==> src/verilog/pbc_pkg.sv <==
package pbc_pkg;
    // register byte offsets
    localparam int REG_AW = 8;
    localparam logic [7:0] OFF_CTRL = 8'h00;
    localparam logic [7:0] OFF_BIT_LIMIT = 8'h04;
    localparam logic [7:0] OFF_ERR_LIMIT = 8'h08;
    localparam logic [7:0] OFF_BIT_COUNT = 8'h0C;
    localparam logic [7:0] OFF_ERR_COUNT = 8'h10;
    localparam logic [7:0] OFF_STATUS = 8'h14;
    localparam logic [7:0] OFF_IRQ_STAT = 8'h18;
    localparam logic [7:0] OFF_IRQ_MASK = 8'h1C;
    // control fields
    localparam int CTRL_W = 7;
    localparam int CTRL_RUN = 0;
    localparam int CTRL_POLY_LSB = 1;
    localparam int POLY_W = 3;
    localparam int CTRL_INTEG = 4;
    localparam int CTRL_QUAL_EN = 5;
    localparam int CTRL_QUAL_POL = 6;
    localparam logic [CTRL_W-1:0] CTRL_RST = 7'h00;
    // status fields
    localparam int STAT_W = 7;
    localparam int STAT_BUSY = 0;
    localparam int STAT_SYNC = 1;
    localparam int STAT_DONE = 2;
    localparam int STAT_END_BITS = 3;
    localparam int STAT_END_ERRS = 4;
    localparam int STAT_DISCARD = 5;
    localparam int STAT_WAIT_QUERY = 6;
    // interrupt events
    localparam int IRQ_W = 2;
    localparam int IRQ_DONE = 0;
    localparam int IRQ_DISCARD = 1;
    localparam logic [IRQ_W-1:0] IRQ_MASK_RST = 2'h0;
    // polynomial codes
    localparam logic [POLY_W-1:0] POLY_PN9 = 3'h0;
    localparam logic [POLY_W-1:0] POLY_PN11 = 3'h1;
    localparam logic [POLY_W-1:0] POLY_PN15 = 3'h2;
    localparam logic [POLY_W-1:0] POLY_PN16 = 3'h3;
    localparam logic [POLY_W-1:0] POLY_PN20 = 3'h4;
    localparam logic [POLY_W-1:0] POLY_PN21 = 3'h5;
    localparam logic [POLY_W-1:0] POLY_PN23 = 3'h6;
    // degrees and taps
    localparam int DEG_PN9 = 9, TAP_PN9 = 4;
    localparam int DEG_PN11 = 11, TAP_PN11 = 2;
    localparam int DEG_PN15 = 15, TAP_PN15 = 1;
    localparam int DEG_PN16 = 16, TAP_PN16_A = 5, TAP_PN16_B = 3, TAP_PN16_C = 2;
    localparam int DEG_PN20 = 20, TAP_PN20 = 3;
    localparam int DEG_PN21 = 21, TAP_PN21 = 2;
    localparam int DEG_PN23 = 23, TAP_PN23 = 5;
    localparam int LFSR_W = 23;
    localparam int FILL_W = 5;
    localparam int SYNC_MAX_BITS = 24;
    // error share above 1/4 marks a false lock
    localparam int BAD_SHIFT = 2;
    localparam logic [31:0] BIT_LIM_RST = 32'h0001_0000;
    localparam logic [31:0] ERR_LIM_RST = 32'h0000_0064;

    typedef enum logic [1:0] {ST_IDLE, ST_FILL, ST_CHECK, ST_DONE} pbc_meas_state_t;

    function automatic logic [FILL_W-1:0] pbc_degree(input logic [POLY_W-1:0] p);
        logic [FILL_W-1:0] d;
        d = FILL_W'(DEG_PN9);
        case (p)
            POLY_PN11: d = FILL_W'(DEG_PN11);
            POLY_PN15: d = FILL_W'(DEG_PN15);
            POLY_PN16: d = FILL_W'(DEG_PN16);
            POLY_PN20: d = FILL_W'(DEG_PN20);
            POLY_PN21: d = FILL_W'(DEG_PN21);
            POLY_PN23: d = FILL_W'(DEG_PN23);
            default: d = FILL_W'(DEG_PN9);
        endcase
        return d;
    endfunction : pbc_degree

    function automatic logic pbc_inverted(input logic [POLY_W-1:0] p);
        return (p == POLY_PN15) || (p == POLY_PN23);
    endfunction : pbc_inverted

    function automatic logic pbc_feedback(input logic [LFSR_W-1:0] s, input logic [POLY_W-1:0] p);
        logic fb;
        fb = s[DEG_PN9-1] ^ s[TAP_PN9-1];
        case (p)
            POLY_PN11: fb = s[DEG_PN11-1] ^ s[TAP_PN11-1];
            POLY_PN15: fb = s[DEG_PN15-1] ^ s[TAP_PN15-1];
            POLY_PN16: fb = s[DEG_PN16-1] ^ s[TAP_PN16_A-1] ^ s[TAP_PN16_B-1] ^ s[TAP_PN16_C-1];
            POLY_PN20: fb = s[DEG_PN20-1] ^ s[TAP_PN20-1];
            POLY_PN21: fb = s[DEG_PN21-1] ^ s[TAP_PN21-1];
            POLY_PN23: fb = s[DEG_PN23-1] ^ s[TAP_PN23-1];
            default: fb = s[DEG_PN9-1] ^ s[TAP_PN9-1];
        endcase
        return fb;
    endfunction : pbc_feedback
endpackage : pbc_pkg

==> src/verilog/pbc_link_if.sv <==
// sampled link bits passed from the pin sampler to the checker core
interface pbc_link_if;
    logic bit_stb;
    logic bit_data;
    logic bit_qual;
    logic restart;
    modport src (output bit_stb, output bit_data, output bit_qual, output restart);
    modport dst (input bit_stb, input bit_data, input bit_qual, input restart);
endinterface : pbc_link_if

==> src/verilog/pbc_link_sampler.sv <==
// pin synchronisers and bit clock edge finder
module pbc_link_sampler import pbc_pkg::*; (
    // clock and reset
    input wire logic sys_clk,
    input wire logic rst_sync_n,
    // link pins
    input wire logic link_clk,
    input wire logic link_data,
    input wire logic data_valid_qualifier,
    input wire logic restart_pin,
    // sampled bits
    pbc_link_if.src link
);
    typedef struct packed {
        logic [1:0] clk_s;
        logic clk_old;
        logic [1:0] dat_s;
        logic [1:0] qual_s;
        logic [1:0] rst_s;
        logic stb;
        logic data;
        logic qual;
        logic restart;
    } pbc_smp_t;

    pbc_smp_t s, n;

    always_comb begin
        n = s;
        // first stages feed only the second stages
        n.clk_s = {s.clk_s[0], link_clk};
        n.dat_s = {s.dat_s[0], link_data};
        n.qual_s = {s.qual_s[0], data_valid_qualifier};
        n.rst_s = {s.rst_s[0], restart_pin};
        n.clk_old = s.clk_s[1];
        n.stb = s.clk_s[1] & ~s.clk_old;
        if (s.clk_s[1] & ~s.clk_old) begin
            n.data = s.dat_s[1];
            n.qual = s.qual_s[1];
        end
        n.restart = s.rst_s[1];
    end

    always_ff @(posedge sys_clk or negedge rst_sync_n) begin
        if (!rst_sync_n) begin
            s <= '0;
        end else begin
            s <= n;
        end
    end

    assign link.bit_stb = s.stb;
    assign link.bit_data = s.data;
    assign link.bit_qual = s.qual;
    assign link.restart = s.restart;
endmodule : pbc_link_sampler

==> src/flat_wrapper.sv <==
// flat-port wrapper written by rule: the top's interface ports become plain ports
module pbc_link_sampler_flat import pbc_pkg::*;
  (sys_clk, rst_sync_n, link_clk, link_data, data_valid_qualifier, restart_pin, link_bit_stb, link_bit_data, link_bit_qual, link_restart);
  pbc_link_if link_i ();
  input wire logic sys_clk;
  input wire logic rst_sync_n;
  input wire logic link_clk;
  input wire logic link_data;
  input wire logic data_valid_qualifier;
  input wire logic restart_pin;
  output wire logic [$bits(link_i.bit_stb)-1:0] link_bit_stb;
  output wire logic [$bits(link_i.bit_data)-1:0] link_bit_data;
  output wire logic [$bits(link_i.bit_qual)-1:0] link_bit_qual;
  output wire logic [$bits(link_i.restart)-1:0] link_restart;
  assign link_bit_stb = link_i.bit_stb;
  assign link_bit_data = link_i.bit_data;
  assign link_bit_qual = link_i.bit_qual;
  assign link_restart = link_i.restart;
  pbc_link_sampler u_core (.sys_clk(sys_clk), .rst_sync_n(rst_sync_n), .link_clk(link_clk), .link_data(link_data), .data_valid_qualifier(data_valid_qualifier), .restart_pin(restart_pin), .link(link_i));
endmodule
==> config.mk <==
export PLATFORM = sky130hd
export DESIGN_NAME = pbc_link_sampler_flat
export DESIGN_NICKNAME = d
export VERILOG_FILES = /design/src/verilog/pbc_pkg.sv /design/src/verilog/pbc_link_if.sv /design/src/verilog/pbc_link_sampler.sv /design/src/flat_wrapper.sv
export SDC_FILE = /design/constraint.sdc
export NUM_CORES = 1
export LEC_CHECK = 0
export ABC_AREA = 1
export BUFFER_PORTS_ARGS = -buffer_cell sky130_fd_sc_hd__clkbuf_2
export CAP_MARGIN = 20
export CORE_AREA = 2 2 39 41
export DETAILED_ROUTE_END_ITERATION = 12
export DIE_AREA = 0 0 41 43
export PLACE_DENSITY_LB_ADDON = 0.05
export SYNTH_ARGS = -nofsm -noshare
export SYNTH_HDL_FRONTEND = slang
export SYNTH_SLANG_ARGS = --single-unit
==> constraint.sdc <==
create_clock -name sys_clk -period 0.8 [get_ports sys_clk]
set_clock_uncertainty 0.05 [all_clocks]
set_input_delay 0.08 -clock sys_clk [delete_from_list [all_inputs] [get_ports sys_clk]]
set_output_delay 0.08 -clock sys_clk [all_outputs]
set_load 0.005 [all_outputs]
==> results of run 1 <==
## synth_stat cells
| library cell | instances |
|---|---|
| dfrtp_1 | 13 |
| nand2_1 | 4 |
| inv_1 | 2 |
| nand3_1 | 2 |
| nand2_2 | 1 |
## metrics by stage
stage | instances | worst slack (ps) | instance area (um^2) | power [W]
6_report | 57 | -91.3 | 513 | 0.00119
4_1_cts | 57 | -111 | 513 | 0.00122
2_1_floorplan | 22 | 70.5 | 364 | 0.000742
3_5_place_dp | 47 | 14.8 | 429 | 0.000792
3_3_place_gp | 47 | 36.4 | 429 | 0.000785
5_1_grt | 57 | -148 | 513 | 0.00127
## power groups by stage
| stage | clock (W) | sequential, W | combinational [W] |
|---|---|---|---|
| finish | 0.000387 | 0.000713 | 0.0000890 |
| floorplan | 0 | 0.000726 | 0.0000161 |
| CTS | 0.000411 | 0.000715 | 0.0000919 |
| detailed placement | 0 | 0.000728 | 0.0000636 |
| global route | 0.000446 | 0.000720 | 0.000105 |
| global placement | 0 | 0.000724 | 0.0000608 |
## flip-flops by register name, indices dropped and copies added (netlist names)
name / cells
u_core.n: 6
u_core.link.bit_stb: 1
u_core.link.restart: 1
u_core.link.bit_data: 1
u_core.link.bit_qual: 1
u_core.s: 3
## kinds of logic after synthesis
group / Yosys count / share of synthesized area [%]
buf+inv: 2 / 2.06
simple gates: 7 / 8.59
flops: 13 / 89.3
## per-layer routing
metal | up-vias | track usage [%]
li1 | 103 | -
met1 | 109 | 9.43
met2 | 9 | 13.8
met3 | 2 | 3.14
met4 | 0 | 12.0
met5 | - | 0
## area by class of cell
cell class | count | area share [%]
inverter | 2 | 1.46
tap | 16 | 3.90
timing repair buffer | 15 | 20.0
clock buffer | 4 | 5.12
multi-input combinational | 7 | 6.10
sequential | 13 | 63.4
## path summary, 6_finish.rpt
check / startpoint / endpoint / slack [ps]
min in group sys_clk: u_core.n[0] / u_core.link.restart / 300
max in group asynchronous: rst_sync_n / u_core.link.bit_stb / 290
worst min-delay path: rst_sync_n / u_core.link.bit_data / 180
worst max-delay path: u_core.link.bit_data / link_bit_data / -90
worst max register to register: u_core.link.bit_qual / u_core.link.bit_qual / 30
worst min register to register: u_core.n[0] / u_core.link.restart / 300
## placed cells by master, fill, tap and decap left out
cell,count
nand2_2,1
clkbuf_2,9
dfrtp_1,13
clkbuf_1,1
nand3_1,2
inv_1,1
nand2_1,4
dlygate4sd3_1,5
inv_2,1
clkbuf_4,3
buf_4,1
## timing repair
item / in CTS / in global routing
hold buffers: 5 / 0
pin swaps: 0 / 0
endpoints found under the hold margin: 17 / 0
gates resized for setup: 1 / 0
setup buffers: 1 / 0
endpoints found under the setup margin: 5 / 6
==> results by group, run 1 <==
Status
  – Status: complete, but fails checks
  – Failing checks: setup timing

Setup path
  – Critical-path cell list: clkbuf_2
  – Crit path kind: register to output pin
  – Critical path data arrival time: 760 ps
  – Critical path depth: 1
  – Buffers and inverters on the worst path: 1
  – Crit path max fanout: 2
  – CP endpoint kind: output pin
  – FF-to-FF path depth: 3
  – Delay-heaviest family, CP: flip-flops
  – Critical path required time: 670 ps
  – Max incr delay on CP: 380 ps
  – Slowest stage cell on the critical path: dfrtp_1
  – Crit start category: register

Logic synthesis
  – Syn. warnings: 0
  – Post-synth top area cell: dfrtp_1
  – Post-synthesis net count: 28
  – Synth cell types: 5
  – Sequential share of the synthesized area: 89.3%
  – Cell Area, Synth: 364 um^2
  – Post-Syn Instances: 22
  – Syn avg cell area: 16.5 um^2
  – Post-synthesis register bit count: 13
  – Top cells by area, synth: dfrtp_1, nand2_1, nand3_1
  – Synth top area share: 89.3%

Timing
  – Period utilization: 111%
  – Final worst setup slack: -91.3 ps
  – Final Hold Violating Endpoints: 0
  – Worst Tran Pin Value: 311 ps
  – Relative slew slack: 79.3%
  – Fin Setup TNS: -301 ps
  – Fin Hold WS: 180 ps
  – RSZ-0062 raised after global routing: true
  – Max Slew Vio Count: 0
  – Final setup vio count: 4
  – Min Tclk post-route: 891 ps
  – Fmax: 1.12 GHz

Detailed routing
  – Top sig layer: met4
  – Initial DRC Count: 0
  – Via count: 223
  – Metal-1 WL: 217 um
  – WL/cell: 9.58 um
  – Metal3 WL: 42 um
  – Met2 WL post-DR: 277 um
  – # DRC: 0
  – DRT Wirelength: 546 um
  – Post-DRT Antenna Nets: 0
  – Initial DRT Pass Iterations: 1
  – Via-to-Cell Ratio: 3.91

Global routing
  – Largest net degree at the start of global routing: 14
  – Vias in the first global route: 263
  – Total GRT Usage: 9.78%
  – Remaining Overflow, GRT: 0
  – Initial antenna violation count: 0
  – First-pass GRT wire length: 1030 um

Final layout
  – FILL cells: 142
  – Post-Route Utilization: 37.1%
  – Antenna cells: 0
  – Footprint of the multi-input gates: 31.3 um^2
  – Nets: 48
  – Layout cell share with drive strength beyond 1: 36.6%
  – Sequential cell area: 325 um^2
  – Area Overhead vs Synth: 40.9%

Floorplanning
  – Initial Utilization: 26.3%
  – Die area: 1760 um^2
  – # rows: 14
  – Die Wd: 41 um
  – I/O Pins: 10
  – Die Height: 43 um
  – CORE AREA: 1380 um^2

Power and ir drop
  – Pwr/cell area: 2320 nW/um^2
  – Leakage: 0.264 nW
  – Maximum VDD drop: 0.933 mV
  – Comb power frac: 7.5%
  – Power share of the clock group: 32.6%
  – Register share of total power: 60.0%
  – Switch share: 21.0%
  – Int Pwr: 0.000940 W
  – Net Switching: 0.000250 W

Clocking
  – CTS tree: built
  – Insertion delay to the later sink of the worst-skew pair: 260 ps
  – CTS root buf: clkbuf_4
  – Total CTS buffers: 3
  – Sink Count: 13
  – Clock Pin Slew Worst Setup and Hold Paths: 80 ps
  – CTS max path bufs: 2
  – # H-tree levels: 1

Placed design
  – PortBufs: 9
  – Final Wtd Congestion: 0.577

Min path
  – Hold Path Class: primary input to asynchronous set/reset pin

Flow run
  – Max-capacitance violation count: 0
(Power assumes the default switching activity.)
==> inputs of run 2 (changes only) <==
--- a/config.mk
+++ b/config.mk
@@ -12,6 +12,7 @@
 export DETAILED_ROUTE_END_ITERATION = 12
 export DIE_AREA = 0 0 41 43
 export PLACE_DENSITY_LB_ADDON = 0.05
+export SETUP_SLACK_MARGIN = 0.15
 export SYNTH_ARGS = -nofsm -noshare
 export SYNTH_HDL_FRONTEND = slang
 export SYNTH_SLANG_ARGS = --single-unit
==> run 2 against run 1 <==
Compared with the run above:
- the flow still finishes with violations (setup timing)
- core utilization grew 1.4 points
- combinational power rose by 19%
- critical path type unchanged
- clock power fell by 1%
- sequential share of layout area shrank 2.0 points
- worst setup slack improved by 0.84 ps
==> results by group, run 2 (same netlist as run 1, synthesis figures left out) <==
Power and ir drop
  – Register share of total power: 59.4%
  – Pwr/cell area: 2260 nW/um^2
  – Net Switching: 0.000251 W
  – Leakage: 0.272 nW
  – Maximum VDD drop: 0.821 mV
  – Comb power frac: 8.8%
  – Switch share: 20.9%
  – Power share of the clock group: 31.8%
  – Int Pwr: 0.000952 W

Clocking
  – # H-tree levels: 1
  – CTS max path bufs: 2
  – Insertion delay to the later sink of the worst-skew pair: 270 ps
  – Clock Pin Slew Worst Setup and Hold Paths: 80 ps
  – CTS tree: built
  – CTS root buf: clkbuf_4
  – Total CTS buffers: 3
  – Sink Count: 13

Detailed routing
  – Via-to-Cell Ratio: 3.74
  – Initial DRC Count: 0
  – Initial DRT Pass Iterations: 1
  – WL/cell: 9.02 um
  – DRT Wirelength: 523 um
  – Via count: 217
  – # DRC: 0
  – Post-DRT Antenna Nets: 0

Floorplanning
  – Die Wd: 41 um
  – CORE AREA: 1380 um^2
  – # rows: 14
  – Die Height: 43 um
  – I/O Pins: 10
  – Initial Utilization: 26.3%
  – Die area: 1760 um^2

Setup path
  – Max incr delay on CP: 380 ps
  – Critical-path cell list: clkbuf_2
  – Critical path required time: 670 ps
  – Buffers and inverters on the worst path: 1
  – Crit path kind: register to output pin
  – CP endpoint kind: output pin
  – Critical path data arrival time: 760 ps
  – Slowest stage cell on the critical path: dfrtp_1
  – Crit start category: register
  – Crit path max fanout: 2
  – Delay-heaviest family, CP: flip-flops

Global routing
  – First-pass GRT wire length: 862 um
  – Remaining Overflow, GRT: 0
  – Vias in the first global route: 233
  – Initial antenna violation count: 0
  – Total GRT Usage: 8.07%
  – Largest net degree at the start of global routing: 14

Final layout
  – Nets: 49
  – Antenna cells: 0
  – Most frequent cells in the layout: dfrtp_1, clkbuf_2, dlygate4sd3_1
  – Layout cell share with drive strength beyond 1: 47.6%
  – Area Overhead vs Synth: 46.0%
  – Most common cell after layout, fill and taps aside: dfrtp_1
  – Flip-flop count of the largest register after layout: 6

Timing
  – Fin Setup TNS: -290 ps
  – Final setup vio count: 4
  – Fmax: 1.12 GHz
  – Worst Tran Pin Value: 307 ps
  – Max Slew Vio Count: 0
  – Period utilization: 111%
  – Final Hold Violating Endpoints: 0
  – Relative slew slack: 79.5%
  – Min Tclk post-route: 891 ps
  – Final worst setup slack: -90.5 ps
  – RSZ-0062 raised after global routing: true

Placed design
  – PortBufs: 9
  – Worst slack, placed: 51.8 ps
  – Final Wtd Congestion: 0.577

Min path
  – Hold Path Class: primary input to asynchronous set/reset pin

Flow run
  – Max-capacitance violation count: 0

Status
  – Status: complete, but fails checks
  – Failing checks: setup timing
==> run 2: cell types whose count changed in the layout (fill, tap and decap cells not counted) <==
cell	before	now
nand2_1	4	2
nand2_2	1	2
buf_4	1	2
inv_1	1	0
dfrtp_1	13	12
dfrtp_2	0	1
nand2_4	0	1
inv_2	1	2
==> run 2: power by group through the flow <==
stage | Combinational (W) | Sequential [W] | Clock (W)
floorplan | 0.0000163 | 0.000726 | 0
global placement | 0.0000608 | 0.000725 | 0
detailed placement | 0.0000622 | 0.000727 | 0
CTS | 0.0000994 | 0.000713 | 0.000410
global route | 0.000122 | 0.000720 | 0.000428
finish | 0.000106 | 0.000714 | 0.000382
==> run 2: worst paths after layout <==
| kind | to | slack [ps] | depth (start not counted) | startpoint |
|---|---|---|---|---|
| min reg2reg | u_core.n[10] | 300 | 0 | u_core.n[12] |
| min | u_core.link.bit_data | 180 | 2 | rst_sync_n |
| max in group asynchronous | u_core.n[10] | 260 | 2 | rst_sync_n |
| max | link_bit_data | -90 | 1 | u_core.link.bit_data |
| max reg2reg | u_core.link.bit_qual | 40 | 4 | u_core.s[10] |
| min in group sys_clk | u_core.n[10] | 300 | 0 | u_core.n[12] |
==> run 2: through the flow <==
stage / instances / util, % / hold WS [ps] / power (W) / cell area, um^2
5_1_grt: 58 / 38.4 / 201 / 0.00127 / 532
3_3_place_gp: 47 / 31.0 / -72.2 / 0.000786 / 429
6_report: 58 / 38.4 / 179 / 0.00120 / 532
2_1_floorplan: 22 / - / -266 / 0.000743 / 364
4_1_cts: 58 / 37.6 / 180 / 0.00122 / 520
3_5_place_dp: 47 / 31.0 / -66.4 / 0.000789 / 429
==> run 2: final cells by class <==
| cell class | instances | area (um^2) |
|---|---|---|
| clock buffer | 4 | 26.3 |
| fill | 139 | 852 |
| inverter | 2 | 7.51 |
| multi-input combinational | 7 | 41.3 |
| sequential | 13 | 327 |
| tap | 16 | 20.0 |
| timing repair buffer | 16 | 110 |
==> run 2: timing repair <==
action | 4_1_cts | 5_1_grt
endpoints found under the setup margin | 7 | 7
hold buffers | 5 | 0
endpoints found under the hold margin | 17 | 0
gates cloned | 0 | 0
resized for setup | 0 | 5
pin swaps | 1 | 1
setup buffers | 2 | 0
==> run 2: metal layers <==
layer  share of wire [%]  GRT usage (%)
met1                  39           8.16
met2                  54           11.6
met3                 6.5           3.14
met4                   0           8.00
met5                   0              0
==> inputs of run 3 (changes only) <==
--- a/config.mk
+++ b/config.mk
@@ -5,7 +5,6 @@
 export SDC_FILE = /design/constraint.sdc
 export NUM_CORES = 1
 export LEC_CHECK = 0
-export ABC_AREA = 1
 export BUFFER_PORTS_ARGS = -buffer_cell sky130_fd_sc_hd__clkbuf_2
 export CAP_MARGIN = 20
 export CORE_AREA = 2 2 39 41
==> run 3 against run 2 <==
Compared with the run above:
- the run still ends with setup timing left
- die area is the same
- count of clock-buffer cells in the layout unchanged
- sequential share of layout area grew 2.3 points
- register-to-register slack got worse by 260 ps
- worst setup slack lost 130 ps
- via count down 14%
- critical path depth increased by 1
- final cell count down 14%
- largest power group unchanged
==> results by group, run 3 <==
Min path
  – Hold Path Class: primary input to asynchronous set/reset pin

Global routing
  – Initial antenna violation count: 0
  – Vias in the first global route: 188
  – Remaining Overflow, GRT: 0
  – Total GRT Usage: 6.76%
  – First-pass GRT wire length: 724 um
  – Largest net degree at the start of global routing: 14

Clocking
  – CTS max path bufs: 2
  – # H-tree levels: 1
  – CTS tree: built
  – Clock Pin Slew Worst Setup and Hold Paths: 70 ps
  – Post-CTS sizing: 0
  – Insertion delay to the later sink of the worst-skew pair: 270 ps
  – Total CTS buffers: 3
  – CTS root buf: clkbuf_4
  – Sink Count: 13

Detailed routing
  – Via-to-Cell Ratio: 3.74
  – Initial DRT Pass Iterations: 1
  – Post-DRT Antenna Nets: 0
  – WL/cell: 9.08 um
  – Initial DRC Count: 0
  – # DRC: 0
  – Via count: 187
  – DRT Wirelength: 454 um

Floorplanning
  – Die area: 1760 um^2
  – Die Height: 43 um
  – CORE AREA: 1380 um^2
  – I/O Pins: 10
  – Die Wd: 41 um
  – Initial Utilization: 26.7%
  – # rows: 14

Logic synthesis
  – Number of synthesized flops with an enable pin: 0
  – Syn avg cell area: 23.1 um^2
  – Syn. warnings: 0
  – Post-Syn Instances: 16
  – Ys flop type: dfrtp_1
  – Post-synthesis register bit count: 13
  – Top cells by area, synth: dfrtp_1, mux2_4, nor2b_4
  – Most common library cells after synthesis: dfrtp_1, mux2_4, nor2b_4
  – Post-synth top area cell: dfrtp_1
  – Post-synth ARST share: 100%
  – Top-count cell post-synth: dfrtp_1
  – Synth top area share: 88.1%
  – Cell Area, Synth: 369 um^2
  – Sequential share of the synthesized area: 88.1%
  – Post-synthesis net count: 22
  – Synth cell types: 3

Final layout
  – Flip-flop count of the largest register after layout: 6
  – Antenna cells: 0
  – Most frequent cells in the layout: dfrtp_1, clkbuf_2, dlygate4sd3_1
  – Nets: 41
  – FILL cells: 142
  – Post-Route Utilization: 36.9%
  – Most common cell after layout, fill and taps aside: dfrtp_1
  – Layout cell share with drive strength beyond 1: 44.1%
  – Non-Filler Instances: 50
  – Area Overhead vs Synth: 38.3%

Timing
  – Final Hold Violating Endpoints: 0
  – Relative slew slack: 79.0%
  – Max Slew Vio Count: 0
  – Worst Tran Pin Value: 315 ps
  – RSZ-0062 raised after global routing: true
  – Fmax: 0.982 GHz
  – Fin Hold WS: 182 ps
  – Period utilization: 127%
  – Final setup vio count: 6
  – Min Tclk post-route: 1020 ps
  – Final worst setup slack: -218 ps

Power and ir drop
  – Final Power: 0.00120 W
  – Maximum VDD drop: 1.01 mV
  – Pwr/cell area: 2350 nW/um^2
  – Power share of the clock group: 32.4%
  – Net Switching: 0.000245 W
  – Register share of total power: 59.8%
  – Comb power frac: 7.8%
  – Int Pwr: 0.000954 W
  – Switch share: 20.4%
  – Leakage: 0.249 nW

Setup path
  – Max incr delay on CP: 400 ps
  – Slowest stage cell on the critical path: dfrtp_1
  – Delay-heaviest family, CP: flip-flops
  – Crit start category: register
  – Buffers and inverters on the worst path: 0
  – Critical path required time: 910 ps
  – Crit path max fanout: 3
  – Critical-path cell list: nor2b_4 > mux2_4
  – Critical path data arrival time: 1120 ps
  – Crit path kind: register to register
  – CP endpoint kind: register

Placed design
  – Final Wtd Congestion: 0.601
  – Cell count after placement: 41
  – PortBufs: 9
  – Worst slack, placed: -207 ps

Status
  – Failing checks: setup timing
  – Status: complete, but fails checks

Flow run
  – Max-capacitance violation count: 0
run 3: per-layer routing:
metal | track usage [%] | routed length [um]
met5 | 0 | 0
met3 | 4.71 | 44
met4 | 6.00 | 0
met1 | 7.88 | 210
met2 | 7.81 | 199
run 3: layout make-up:
class	instances	area, um^2	area share, %
multi-input combinational	3	43.8	8.58
sequential	13	325	63.7
timing repair buffer	14	95.1	18.6
clock buffer	4	26.3	5.15
tap	16	20.0	3.92
run 3: worst reg2reg max path, stage by stage (launching register included):
cell     delay [ps]
dfrtp_1         400
nor2b_4         150
mux2_4          310
run 3: timing repair:
item	4_1_cts	5_1_grt
endpoints found under the setup margin	7	7
pin swaps	0	0
hold buffers	5	0
endpoints found under the hold margin	17	0
setup buffers	0	0
run 3: worst paths after layout:
path / startpoint / endpoint / slack (ps) / cells past startpoint
setup / recovery: u_core.s[10] / u_core.link.bit_data / -220 / 2
hold / removal: rst_sync_n / u_core.link.restart / 180 / 2
setup reg to reg: u_core.s[10] / u_core.link.bit_data / -220 / 2
hold reg to reg: u_core.n[0] / u_core.link.restart / 300 / 0
max in group asynchronous: rst_sync_n / u_core.n[9] / 280 / 2
min in group sys_clk: u_core.n[0] / u_core.link.restart / 300 / 0
run 3: cells by family after synthesis:
family	count (synthesis)	synth area share [%]
simple gates	1	3.73
flops	13	88.1
mux	2	8.14
run 3: power by group through the flow:
stage / Sequential (W) / Clock (W) / Combinational (W)
2_1_floorplan: 0.000729 / 0 / 0.0000296
3_3_place_gp: 0.000729 / 0 / 0.0000769
3_5_place_dp: 0.000730 / 0 / 0.0000770
4_1_cts: 0.000717 / 0.000410 / 0.0000958
5_1_grt: 0.000721 / 0.000441 / 0.000105
6_report: 0.000716 / 0.000388 / 0.0000938
run 3: through the flow:
step | area [um^2] | setup TNS, ps
after floorplan | 369 | -366
after CTS | 510 | -801
after global placement | 434 | -394
after global routing | 510 | -987
after detailed placement | 434 | -412
final | 510 | -732
